### config.mk
export PLATFORM = sky130hd
export DESIGN_NAME = ispm_top
export DESIGN_NICKNAME = d
export VERILOG_FILES = /design/src/ispm_pkg.sv /design/src/ispm_sat_counter.sv /design/src/ispm_top.sv
export SDC_FILE = /design/constraint.sdc
export NUM_CORES = 1
export LEC_CHECK = 0
export BUFFER_PORTS_ARGS = -buffer_cell sky130_fd_sc_hd__buf_2
export CAP_MARGIN = 20
export CELL_PAD_IN_SITES_DETAIL_PLACEMENT = 2
export CELL_PAD_IN_SITES_GLOBAL_PLACEMENT = 2
export CORE_UTILIZATION = 42
export CTS_BUF_LIST = sky130_fd_sc_hd__clkbuf_8
export DETAILED_ROUTE_END_ITERATION = 10
export GPL_TIMING_DRIVEN = 1
export PLACE_DENSITY_LB_ADDON = 0.05
export SETUP_SLACK_MARGIN = 0.05
export SLEW_MARGIN = 0
export SYNTH_ARGS = -nofsm -noshare
export SYNTH_HDL_FRONTEND = slang
export SYNTH_HIERARCHICAL = 1
export SYNTH_SLANG_ARGS = --single-unit
### constraint.sdc
create_clock -name i_clk -period 5.9 [get_ports i_clk]
set_input_delay 0.885 -clock i_clk [delete_from_list [all_inputs] [get_ports i_clk]]
set_output_delay 0.885 -clock i_clk [all_outputs]
set_load 0.01 [all_outputs]
### src/ispm_pkg.sv
// shared constants, types and helpers for the input sync parameter monitor
package ispm_pkg;
    ////////////////////////////////////////////////////////////////////////////
    // bus geometry
    localparam int ADDR_W = 8;
    localparam int DATA_W = 32;
    localparam int CNT_W = 16;
    localparam int WORD_LSB = 2;

    ////////////////////////////////////////////////////////////////////////////
    // register indices, byte address is four times the index
    localparam logic [5:0] IDX_ENTRY_COUNT = 6'h00;
    localparam logic [5:0] IDX_MODE = 6'h01;
    localparam logic [5:0] IDX_CYCLE = 6'h02;
    localparam logic [5:0] IDX_SHIFT = 6'h03;
    localparam logic [5:0] IDX_SUPPORTED = 6'h04;
    localparam logic [5:0] IDX_MIN_CYCLE = 6'h05;
    localparam logic [5:0] IDX_LATENCY = 6'h06;
    localparam logic [5:0] IDX_MIN_DELAY = 6'h07;
    localparam logic [5:0] IDX_CMD = 6'h08;
    localparam logic [5:0] IDX_MAX_DELAY = 6'h09;
    localparam logic [5:0] IDX_MISSED = 6'h0B;
    localparam logic [5:0] IDX_OVERRUN = 6'h0C;
    localparam logic [5:0] IDX_SHORT = 6'h0D;
    localparam logic [5:0] IDX_FAULT = 6'h20;

    ////////////////////////////////////////////////////////////////////////////
    // reset and constant values
    localparam logic [7:0] RST_ENTRY_COUNT = 8'h20;
    localparam logic [15:0] RST_MODE = 16'h0000;
    localparam logic [31:0] RST_CYCLE = 32'h000F4240;
    localparam logic [31:0] RST_SHIFT = 32'h00000384;
    localparam logic [15:0] RST_SUPPORTED = 16'h8001;
    localparam logic [31:0] RST_MIN_CYCLE = 32'h00002710;
    localparam logic [31:0] RST_LATENCY = 32'h00000000;
    localparam logic [31:0] RST_MIN_DELAY = 32'h00000384;
    localparam logic [15:0] RST_CMD = 16'h0000;
    localparam logic [31:0] RST_MAX_DELAY = 32'h00000384;
    localparam logic [15:0] RST_COUNTER = 16'h0000;
    localparam logic RST_FAULT = 1'b0;

    ////////////////////////////////////////////////////////////////////////////
    // sync mode codes and commands
    localparam logic [15:0] MODE_FREE_RUN = 16'h0000;
    localparam logic [15:0] MODE_SM3 = 16'h0001;
    localparam logic [15:0] MODE_SYNC0 = 16'h0002;
    localparam logic [15:0] MODE_SYNC1 = 16'h0003;
    localparam logic [15:0] MODE_SM2 = 16'h0022;
    localparam logic [15:0] CMD_STOP = 16'h0000;
    localparam logic [15:0] CMD_START = 16'h0001;

    ////////////////////////////////////////////////////////////////////////////
    // supported-modes input shift field
    localparam int SUP_SHIFT_LSB = 4;
    localparam int SUP_SHIFT_MSB = 5;
    localparam logic [1:0] SHIFT_LOCAL = 2'h1;
    localparam logic [1:0] SHIFT_SYNC1 = 2'h2;

    ////////////////////////////////////////////////////////////////////////////
    // timing
    localparam int CLK_MHZ = 250;
    localparam logic [31:0] CLK_PERIOD_NS = 32'(1000 / CLK_MHZ);
    localparam logic [31:0] NS_LIMIT = 32'hFFFFFFFF - CLK_PERIOD_NS;

    ////////////////////////////////////////////////////////////////////////////
    // bus handshake states
    typedef enum logic [1:0] {
        ISPM_BUS_IDLE = 2'h1,
        ISPM_BUS_ACK = 2'h2
    } ispm_bus_state_type;

    function automatic logic [31:0] ispm_merge(input logic [31:0] old_v,
        input logic [31:0] new_v, input logic [3:0] be);
        logic [31:0] res;
        res = old_v;
        for (int i = 0; i < 4; i++) begin
            if (be[i]) begin
                res[i*8 +: 8] = new_v[i*8 +: 8];
            end
        end
        return res;
    endfunction : ispm_merge

    function automatic logic [31:0] ispm_ns_step(input logic [31:0] v);
        return (v > NS_LIMIT) ? 32'hFFFFFFFF : v + CLK_PERIOD_NS;
    endfunction : ispm_ns_step
endpackage : ispm_pkg

### src/ispm_sat_counter.sv
// saturating event counter
`timescale 1ns/100ps
module ispm_sat_counter #(
    parameter int WIDTH = ispm_pkg::CNT_W
) (
    input wire logic i_clk,
    input wire logic i_rstn,
    input wire logic i_inc,
    output logic [WIDTH-1:0] o_count
);
    import ispm_pkg::*;

    wire logic at_max = &o_count;
    wire logic [WIDTH-1:0] next_count = (i_inc && !at_max) ? o_count + 1'b1 : o_count;

    always_ff @(posedge i_clk or negedge i_rstn) begin
        if (!i_rstn) begin
            o_count <= '0;
        end else begin
            o_count <= next_count;
        end
    end

    AST_CNT_SATURATE: assert property (@(posedge i_clk) disable iff (!i_rstn)
        (at_max && i_inc) |=> at_max) else $error("counter wrapped");
    AST_CNT_STEP: assert property (@(posedge i_clk) disable iff (!i_rstn)
        (!at_max && i_inc) |=> (o_count == $past(o_count) + 1'b1))
        else $error("counter did not step by one");
endmodule : ispm_sat_counter

### src/ispm_top.sv
// input sync parameter monitor: register bank, timing measurement, error counters
//
// Overview of operation
// - sync mode is 16 bits, resets to free run 0, and codes 1, 2, 3 and 34 pick the sync source.
// - cycle period in ns resets to one million and times the local timer in free run.
// - shift time reports ns from SYNC0 to input sampling, read only, resetting to 900.
// - supported-modes word is read only with reset 0x8001 and its mode flag bits.
// - supported-modes bits 4-5 read 01 for local-event shift with outputs, 10 for SYNC1 shift.
// - minimum cycle period reads ten thousand ns and the master must not set less.
// - calc-and-copy time reports ns from sampling to availability, read only, reset zero.
// - writing 1 to the command entry starts measurement and writing 0 stops it.
// - while measuring in sync-event mode, shift, calc-and-copy and max delay entries keep the largest values seen.
// - starting a measurement first clears the previous maxima.
// - max delay reports ns from SYNC1 to input sampling, resetting to 900.
// - in sync-event mode, each missed manager event while operational is counted in 16 bits.
// - while operational, each late-finishing or too-early cycle is counted in 16 bits.
// - in sync-event mode, each too-short SYNC0 to SYNC1 spacing is counted in 16 bits.
// - in sync-event mode a read-only fault flag shows the last cycle's outputs were late.
// - the first entry reads the highest subindex, thirty-two.
`timescale 1ns/100ps
module ispm_top (
    input wire logic i_clk,
    input wire logic i_rstn,
    input wire logic [ispm_pkg::ADDR_W-1:0] i_avs_address,
    input wire logic i_avs_read,
    input wire logic i_avs_write,
    input wire logic [ispm_pkg::DATA_W-1:0] i_avs_writedata,
    input wire logic [3:0] i_avs_byteenable,
    output logic [ispm_pkg::DATA_W-1:0] o_avs_readdata,
    output logic o_avs_waitrequest,
    input wire logic i_sync0,
    input wire logic i_sync1,
    input wire logic i_sm_event,
    input wire logic i_input_sample,
    input wire logic i_input_ready,
    input wire logic i_output_late,
    input wire logic i_operational,
    input wire logic i_outputs_present,
    input wire logic i_shift_capable,
    output logic o_cycle_start,
    output logic o_measure_active,
    output logic o_dc_mode
);
    import ispm_pkg::*;

    ////////////////////////////////////////////////////////////////////////////
    // state
    ispm_bus_state_type bus_state;
    logic [15:0] sync_mode;
    logic [31:0] cycle_period;
    logic [15:0] measure_cmd;
    logic [31:0] shift_max;
    logic [31:0] calc_max;
    logic [31:0] delay_max;
    logic [31:0] ns_since_sync0;
    logic [31:0] ns_since_sync1;
    logic [31:0] ns_since_sample;
    logic [31:0] local_ns;
    logic sm_seen;
    logic cycle_armed;
    logic cycle_busy;
    logic sample_pending;
    logic sample_open;
    logic late_seen;
    logic sync_fault;
    logic [15:0] missed_count;
    logic [15:0] overrun_count;
    logic [15:0] short_count;

    ////////////////////////////////////////////////////////////////////////////
    // bus decode
    wire logic [5:0] word_idx = i_avs_address[ADDR_W-1:WORD_LSB];
    wire logic bus_req = i_avs_read | i_avs_write;
    wire logic in_ack = (bus_state == ISPM_BUS_ACK);
    wire logic wr_fire = i_avs_write && in_ack;
    wire logic wr_mode = wr_fire && (word_idx == IDX_MODE);
    wire logic wr_cycle = wr_fire && (word_idx == IDX_CYCLE);
    wire logic wr_cmd = wr_fire && (word_idx == IDX_CMD);
    wire logic [31:0] mode_merged = ispm_merge({16'h0000, sync_mode}, i_avs_writedata,
        i_avs_byteenable);
    wire logic [31:0] cycle_merged = ispm_merge(cycle_period, i_avs_writedata,
        i_avs_byteenable);
    wire logic [31:0] cmd_merged = ispm_merge({16'h0000, measure_cmd}, i_avs_writedata,
        i_avs_byteenable);
    wire logic start_wr = wr_cmd && (cmd_merged[15:0] == CMD_START);
    wire logic measuring = (measure_cmd == CMD_START);

    ////////////////////////////////////////////////////////////////////////////
    // mode decode
    wire logic free_run = (sync_mode == MODE_FREE_RUN);
    wire logic sm_mode = (sync_mode == MODE_SM3) || (sync_mode == MODE_SM2);
    wire logic dc_mode = (sync_mode == MODE_SYNC0) || (sync_mode == MODE_SYNC1);
    wire logic [31:0] local_step = ispm_ns_step(local_ns);
    wire logic local_tick = free_run && (local_step >= cycle_period);
    wire logic cycle_evt = free_run ? local_tick :
                           sm_mode ? i_sm_event :
                           (sync_mode == MODE_SYNC0) ? i_sync0 :
                           (sync_mode == MODE_SYNC1) ? i_sync1 : 1'b0;

    ////////////////////////////////////////////////////////////////////////////
    // event detection
    wire logic missed_evt = dc_mode && i_operational && i_sync0 && cycle_armed &&
        !sm_seen && !i_sm_event;
    wire logic overrun_evt = i_operational && cycle_evt && cycle_busy &&
        !i_input_ready;
    wire logic short_evt = dc_mode && i_sync1 && sample_pending &&
        !i_input_sample;
    // elapsed time up to and including this cycle
    wire logic [31:0] next_ns_since_sync0 = i_sync0 ? 32'h00000000 :
        ispm_ns_step(ns_since_sync0);
    wire logic [31:0] next_ns_since_sync1 = i_sync1 ? 32'h00000000 :
        ispm_ns_step(ns_since_sync1);
    wire logic [31:0] next_ns_since_sample = i_input_sample ? 32'h00000000 :
        ispm_ns_step(ns_since_sample);
    wire logic upd_shift = measuring && dc_mode && i_input_sample &&
        (next_ns_since_sync0 > shift_max);
    wire logic upd_delay = measuring && dc_mode && i_input_sample &&
        (next_ns_since_sync1 > delay_max);
    wire logic upd_calc = measuring && dc_mode && i_input_ready && sample_open &&
        (next_ns_since_sample > calc_max);

    ////////////////////////////////////////////////////////////////////////////
    // read mux
    wire logic [15:0] supported_word = {RST_SUPPORTED[15:SUP_SHIFT_MSB+1],
        (i_shift_capable ? (i_outputs_present ? SHIFT_LOCAL : SHIFT_SYNC1) :
        RST_SUPPORTED[SUP_SHIFT_MSB:SUP_SHIFT_LSB]),
        RST_SUPPORTED[SUP_SHIFT_LSB-1:0]};
    wire logic [31:0] rd_data =
        (word_idx == IDX_ENTRY_COUNT) ? {24'h000000, RST_ENTRY_COUNT} :
        (word_idx == IDX_MODE) ? {16'h0000, sync_mode} :
        (word_idx == IDX_CYCLE) ? cycle_period :
        (word_idx == IDX_SHIFT) ? shift_max :
        (word_idx == IDX_SUPPORTED) ? {16'h0000, supported_word} :
        (word_idx == IDX_MIN_CYCLE) ? RST_MIN_CYCLE :
        (word_idx == IDX_LATENCY) ? calc_max :
        (word_idx == IDX_MIN_DELAY) ? RST_MIN_DELAY :
        (word_idx == IDX_CMD) ? {16'h0000, measure_cmd} :
        (word_idx == IDX_MAX_DELAY) ? delay_max :
        (word_idx == IDX_MISSED) ? {16'h0000, missed_count} :
        (word_idx == IDX_OVERRUN) ? {16'h0000, overrun_count} :
        (word_idx == IDX_SHORT) ? {16'h0000, short_count} :
        (word_idx == IDX_FAULT) ? {31'h00000000, sync_fault} : 32'h00000000;
    wire ispm_bus_state_type next_bus_state = (!in_ack && bus_req) ? ISPM_BUS_ACK :
        ISPM_BUS_IDLE;

    ////////////////////////////////////////////////////////////////////////////
    // avalon slave, one wait state
    always_ff @(posedge i_clk or negedge i_rstn) begin
        if (!i_rstn) begin
            bus_state <= ISPM_BUS_IDLE;
            o_avs_waitrequest <= 1'b1;
            o_avs_readdata <= 32'h00000000;
        end else begin
            bus_state <= next_bus_state;
            o_avs_waitrequest <= (next_bus_state != ISPM_BUS_ACK);
            o_avs_readdata <= (next_bus_state == ISPM_BUS_ACK) ? rd_data : 32'h00000000;
        end
    end

    ////////////////////////////////////////////////////////////////////////////
    // writable entries
    always_ff @(posedge i_clk or negedge i_rstn) begin
        if (!i_rstn) begin
            sync_mode <= RST_MODE;
            cycle_period <= RST_CYCLE;
            measure_cmd <= RST_CMD;
        end else begin
            sync_mode <= wr_mode ? mode_merged[15:0] : sync_mode;
            cycle_period <= wr_cycle ? cycle_merged : cycle_period;
            measure_cmd <= wr_cmd ? cmd_merged[15:0] : measure_cmd;
        end
    end

    ////////////////////////////////////////////////////////////////////////////
    // elapsed-time counters and local timer
    always_ff @(posedge i_clk or negedge i_rstn) begin
        if (!i_rstn) begin
            ns_since_sync0 <= 32'h00000000;
            ns_since_sync1 <= 32'h00000000;
            ns_since_sample <= 32'h00000000;
            local_ns <= 32'h00000000;
        end else begin
            ns_since_sync0 <= next_ns_since_sync0;
            ns_since_sync1 <= next_ns_since_sync1;
            ns_since_sample <= next_ns_since_sample;
            local_ns <= (!free_run || local_tick) ? 32'h00000000 : local_step;
        end
    end

    ////////////////////////////////////////////////////////////////////////////
    // measured maxima
    always_ff @(posedge i_clk or negedge i_rstn) begin
        if (!i_rstn) begin
            shift_max <= RST_SHIFT;
            calc_max <= RST_LATENCY;
            delay_max <= RST_MAX_DELAY;
        end else if (start_wr) begin
            shift_max <= 32'h00000000;
            calc_max <= 32'h00000000;
            delay_max <= 32'h00000000;
        end else begin
            shift_max <= upd_shift ? next_ns_since_sync0 : shift_max;
            calc_max <= upd_calc ? next_ns_since_sample : calc_max;
            delay_max <= upd_delay ? next_ns_since_sync1 : delay_max;
        end
    end

    ////////////////////////////////////////////////////////////////////////////
    // cycle tracking flags, set wins over clear except cycle_armed, which leaving sync mode or operational clears
    always_ff @(posedge i_clk or negedge i_rstn) begin
        if (!i_rstn) begin
            sm_seen <= 1'b0;
            cycle_armed <= 1'b0;
            cycle_busy <= 1'b0;
            sample_pending <= 1'b0;
            sample_open <= 1'b0;
            late_seen <= 1'b0;
        end else begin
            sm_seen <= i_sm_event || (sm_seen && !i_sync0);
            cycle_armed <= dc_mode && i_operational && (cycle_armed || i_sync0);
            cycle_busy <= cycle_evt || (cycle_busy && !i_input_ready);
            sample_pending <= i_sync0 || (sample_pending && !i_input_sample);
            sample_open <= i_input_sample || (sample_open && !i_input_ready);
            late_seen <= i_output_late || (late_seen && !i_sync0);
        end
    end

    ////////////////////////////////////////////////////////////////////////////
    // fault flag and outputs
    always_ff @(posedge i_clk or negedge i_rstn) begin
        if (!i_rstn) begin
            sync_fault <= RST_FAULT;
            o_cycle_start <= 1'b0;
            o_measure_active <= 1'b0;
            o_dc_mode <= 1'b0;
        end else begin
            sync_fault <= !dc_mode ? 1'b0 :
                i_sync0 ? (late_seen || i_output_late) : sync_fault;
            o_cycle_start <= cycle_evt;
            o_measure_active <= measuring;
            o_dc_mode <= dc_mode;
        end
    end

    ////////////////////////////////////////////////////////////////////////////
    // error counters
    ispm_sat_counter #(.WIDTH(CNT_W)) u_missed (
        .i_clk(i_clk),
        .i_rstn(i_rstn),
        .i_inc(missed_evt),
        .o_count(missed_count)
    );
    ispm_sat_counter #(.WIDTH(CNT_W)) u_overrun (
        .i_clk(i_clk),
        .i_rstn(i_rstn),
        .i_inc(overrun_evt),
        .o_count(overrun_count)
    );
    ispm_sat_counter #(.WIDTH(CNT_W)) u_short (
        .i_clk(i_clk),
        .i_rstn(i_rstn),
        .i_inc(short_evt),
        .o_count(short_count)
    );

    ////////////////////////////////////////////////////////////////////////////
    // checks
    AST_MODE_WRITE: assert property (@(posedge i_clk) disable iff (!i_rstn)
        (wr_mode && i_avs_byteenable == 4'hF) |=> (sync_mode == $past(i_avs_writedata[15:0])))
        else $error("sync mode write lost");
    AST_LOCAL_TICK: assert property (@(posedge i_clk) disable iff (!i_rstn)
        (free_run && local_tick && !wr_mode && !wr_cycle) |=> (local_ns == 32'h00000000))
        else $error("local timer not restarted");
    AST_ENTRY_COUNT_READ: assert property (@(posedge i_clk) disable iff (!i_rstn)
        (in_ack && i_avs_read && word_idx == IDX_ENTRY_COUNT) |->
        (o_avs_readdata == 32'h00000020 && !o_avs_waitrequest))
        else $error("entry count read wrong");
    AST_MIN_CYCLE_READ: assert property (@(posedge i_clk) disable iff (!i_rstn)
        (in_ack && i_avs_read && word_idx == IDX_MIN_CYCLE) |->
        (o_avs_readdata == 32'h00002710)) else $error("minimum cycle read wrong");
    AST_START_CLEARS: assert property (@(posedge i_clk) disable iff (!i_rstn)
        start_wr |=> (shift_max == 32'h00000000 && calc_max == 32'h00000000 &&
        delay_max == 32'h00000000 && measuring)) else $error("maxima not cleared on start");
    AST_STOP_CMD: assert property (@(posedge i_clk) disable iff (!i_rstn)
        (wr_cmd && i_avs_byteenable == 4'hF && i_avs_writedata == 32'h00000000) |=>
        (!measuring ##1 !o_measure_active)) else $error("stop not honoured");
    AST_SHIFT_MAX: assert property (@(posedge i_clk) disable iff (!i_rstn)
        (upd_shift && !start_wr) |=> (shift_max == $past(next_ns_since_sync0)))
        else $error("shift maximum not kept");
    AST_HOLD_STOPPED: assert property (@(posedge i_clk) disable iff (!i_rstn)
        (!measuring && !start_wr) |=> $stable(shift_max) && $stable(delay_max))
        else $error("maximum changed while stopped");
    AST_OVERRUN_COUNT: assert property (@(posedge i_clk) disable iff (!i_rstn)
        (overrun_evt && overrun_count != 16'hFFFF) |=>
        (overrun_count == $past(overrun_count) + 16'h0001)) else $error("overrun not counted");
    AST_FAULT_SET: assert property (@(posedge i_clk) disable iff (!i_rstn)
        (dc_mode && i_sync0 && i_output_late && !wr_mode) |=> sync_fault)
        else $error("sync fault not raised");
    AST_MISSED_COUNT: assert property (@(posedge i_clk) disable iff (!i_rstn)
        (!dc_mode) |=> $stable(missed_count)) else $error("missed count outside sync mode");
endmodule : ispm_top

==> flow_metrics.env <==
export IMPL_outcome="completed"
export IMPL_fmax_achieved_mhz=188
export IMPL_routedWlPerCell_um=25.2
export IMPL_fp_dieH_um=229
export IMPL_cts_resized=0
export IMPL_dominantRegCellSynth="sky130_fd_sc_hd__dfrtp_1"
export IMPL_floorplan_initialDensity=0.429
export IMPL_post_cts_setup_inserts=0
export IMPL_report_final_hold_viol_count=0
export IMPL_antennaDiodeCount=0
export IMPL_worst_hold_path_type="input port to asynchronous set/reset pin"
export IMPL_netlist_instances=2213
export IMPL_area_fraction_of_the_dominant_cell_type_after_synthesis=0.420
export IMPL_seq_power_share=0.457
export IMPL_worstSetupPathType="flop to flop"
export IMPL_crit_fanout=27
export IMPL_power_frac_comb=0.094
export IMPL_grt_pass1_vias=20100
export IMPL_clk_latency_ns=0.66
export IMPL_worst_pin_slew_ns=1.12
export IMPL_drive_gt1_frac=0.158
export IMPL_timing_setup_tns_ns=0
export IMPL_p_switching_mw=1.68
export IMPL_p_leak_nw=12.2
export IMPL_fin_crit_ns=5.32
export IMPL_dpl_instance_area_um2=22900
export IMPL_fp_dieArea_um2=52600
export IMPL_post_synth_instance_area_um2=21700
export IMPL_power_frac_clock=0.450
export IMPL_syn_avg_cell_area_um2=9.81
export IMPL_worst_setup_path_end_kind="flop"
export IMPL_async_reset_ff_frac=1.00
export IMPL_max_clock_path_buffers=3
export IMPL_design_core_area_um2=50600
export IMPL_nets_finish=2522
export IMPL_final_max_slew_viol_count=0
export IMPL_relSlewSlack=0.244
export IMPL_htree_levels=3
export IMPL_detailedRoute_firstIterationViolations=1120
export IMPL_dp_final_hpwl_um=57100
export IMPL_post_place_ws_ns=0.629
export IMPL_ys_warnings=6
export IMPL_grt_antenna_before_repair=0
export IMPL_required_ns=6.42
export IMPL_grt_first_pass_wirelength_um=121000
export IMPL_drt_first_pass_iters=7
export IMPL_syn_nets=2409
export IMPL_worstSetupStartpointType="flop"
export IMPL_setup_slack_ns=0.578
export IMPL_min_period_over_period=0.902
export IMPL_grt_setup_unrepaired="false"
export IMPL_routabilityCongestion=0.918
export IMPL_cts_clk_slew_worst_paths_ns=0.06
export IMPL_die_w_um=229
export IMPL_clkSinkCount=380
export IMPL_wirelength_um=77000
export IMPL_floorplan_io_pins=93
export IMPL_tritoncts_clock_tree="yes"
export IMPL_cts_root_buffer_cell="sky130_fd_sc_hd__clkbuf_8"
export IMPL_grt_overflow_total=0
export IMPL_leading_area_contributor_after_synthesis="sky130_fd_sc_hd__dfrtp_1"
export IMPL_synthTopCellsByArea="sky130_fd_sc_hd__dfrtp_1, sky130_fd_sc_hd__ha_1, sky130_fd_sc_hd__a21oi_1"
export IMPL_routed_via_density=5.88
export IMPL_synth_seq_cells=380
export IMPL_fin_worst_skew_ns=0.0302
export IMPL_cts_buffers_inserted=74
export IMPL_layout_area_overhead_vs_synth_pct=12.7
export IMPL_synth_seq_area_share=0.439
export IMPL_stdcell_area_um2=24400
export IMPL_std_cell_rows=82
export IMPL_cts_hold_buf=0
export IMPL_finalSetupViolCount=0
export IMPL_grt_use_total=0.298
export IMPL_irDropWorstVdd_v=0.000184
export IMPL_internal_power_mw=4.34
export IMPL_total_power_draw_mw=6.02
export IMPL_vias=18000
export IMPL_numPortBuffers=90
export IMPL_drv_cap=0
export IMPL_drt_antenna_violating_nets=0
export IMPL_synth_cell_type_count=73
export IMPL_power_density_nw_per_um2=246
export IMPL_p_sw_frac=0.279
export IMPL_critPathArrivalTime_ns=5.85
export IMPL_largest_net_degree_at_the_start_of_global_routing=150
export IMPL_setup_reg_to_reg_worst_slack_ns=0.58
export IMPL_drc=0
export IMPL_synth_enable_flop_cells=0
-- final timing paths --
kind | cells past startpoint | end | from
max | 21 | u_overrun/o_count[9]$_DFFE_PN0P_ | local_ns[4]$_DFF_PN0_
min | 1 | ns_since_sample[16]$_DFF_PN0_ | i_rstn
max reg2reg | 21 | u_overrun/o_count[9]$_DFFE_PN0P_ | local_ns[4]$_DFF_PN0_
min reg2reg | 1 | sample_pending$_DFF_PN0_ | sample_pending$_DFF_PN0_
max in group asynchronous | 2 | cycle_period[5]$_DFFE_PN0P_ | i_rstn
min in group i_clk | 2 | cycle_period[28]$_DFFE_PN0P_ | i_avs_writedata[28]
-- final cells by class --
class	count	area (um^2)
Tap cell	672	841
Fill cell	5344	26100
Multi-Input combinational cell	1585	11200
Sequential cell	380	9530
Inverter	161	604
Clock buffer	92	1270
Timing Repair Buffer	124	771
Clock inverter	40	220
-- layer usage --
metal,GRT usage,routed length [um],vias up,part of all wire
li1,-,-,8151,-
met1,0.389,34400,9389,0.45
met2,0.514,38100,299,0.49
met3,0.0398,2350,128,0.031
met4,0.0898,2190,0,0.028
met5,0,0,-,0
-- placed cells by master, fill, tap and decap left out, drive strengths merged, types with 6 or more instances in the layout --
cell type / count
inv: 191
a31oi: 17
o22ai: 14
a21o: 20
nand2: 164
nand4: 73
o21ai: 68
dfstp: 16
a221oi: 13
a211o: 7
xnor2: 46
a211oi: 32
or3: 11
and3: 30
nand3: 81
clkbuf: 94
and4: 23
o211ai: 9
nand2b: 12
a22oi: 18
a21oi: 204
nor4: 38
mux2: 76
buf: 122
a222oi: 9
dfrtp: 364
nor2: 189
xor2: 81
ha: 139
mux2i: 96
and2: 7
nor2b: 12
nor3: 43
or2: 6
-- registers in the layout, summed over array words and instances, names as in the netlist, 32 cells and up --
| register | flops |
|---|---|
| calc_max | 32 |
| cycle_period | 32 |
| delay_max | 32 |
| local_ns | 32 |
| ns_since_sample | 32 |
| ns_since_sync0 | 32 |
| ns_since_sync1 | 32 |
| o_avs_readdata | 32 |
| shift_max | 32 |
-- kinds of logic after synthesis --
family,count (synthesis),share of synthesized area
AND/OR/NAND/NOR,703,0.171
AO/OA/AOI/OAI,444,0.130
flip-flops,380,0.439
buffers and inverters,248,0.0454
multiplexers,172,0.0837
adder cells (fa/ha/maj),139,0.0801
XOR/XNOR,127,0.0513
-- per-stage QoR --
stage	hold WS [ns]	instances	utilization
floorplan	0.446	2213	-
global placement	0.454	2919	0.453
detailed placement	0.465	2919	0.453
CTS	0.252	3051	0.483
global route	0.259	3054	0.483
finish	0.213	3054	0.483
-- critical path, cell delays in order (launching register included) --
cell and delay (ns):
sky130_fd_sc_hd__dfrtp_1 0.43, sky130_fd_sc_hd__and4_1 0.29, sky130_fd_sc_hd__and3_1 0.29, sky130_fd_sc_hd__nand2_1 0.14
sky130_fd_sc_hd__nor3_1 0.26, sky130_fd_sc_hd__buf_4 0.19, sky130_fd_sc_hd__nand2_1 0.47, sky130_fd_sc_hd__buf_12 0.38
sky130_fd_sc_hd__nand2_1 0.07, sky130_fd_sc_hd__ha_1 0.23, sky130_fd_sc_hd__a21o_1 0.19, sky130_fd_sc_hd__a21o_1 0.17
sky130_fd_sc_hd__a21oi_1 0.18, sky130_fd_sc_hd__o21ai_0 0.16, sky130_fd_sc_hd__a211o_1 0.34, sky130_fd_sc_hd__o21ai_0 0.32
sky130_fd_sc_hd__nor4_1 0.10, sky130_fd_sc_hd__buf_4 0.18, sky130_fd_sc_hd__and3_2 0.22, sky130_fd_sc_hd__nand3_1 0.27
sky130_fd_sc_hd__nor3_1 0.12, sky130_fd_sc_hd__xor2_1 0.16
-- power by group through the flow --
stage | combinational, mW | sequential [mW] | clock (mW)
2_1_floorplan | 0.290 | 2.77 | 0
3_3_place_gp | 0.494 | 2.78 | 0
3_5_place_dp | 0.516 | 2.79 | 0
4_1_cts | 0.521 | 2.75 | 2.78
5_1_grt | 0.621 | 2.75 | 2.88
6_report | 0.565 | 2.75 | 2.71
-- synth_stat cells (all sizes together), types with 11 or more instances --
cell    number
o22ai       14
dfrtp      364
and4        23
nand4       73
nor3        43
a211oi      32
a22oi       18
nand3       81
mux2        76
o21ai       68
buf         31
nor4        38
and3        30
a21oi      204
nor2b       12
ha         139
or3         11
nor2       189
xnor2       46
a31oi       17
clkbuf      56
inv        161
xor2        81
nand2      164
nand2b      12
mux2i       96
a21o        20
a221oi      13
dfstp       16
Note: power is estimated with default switching activity, not from simulation.
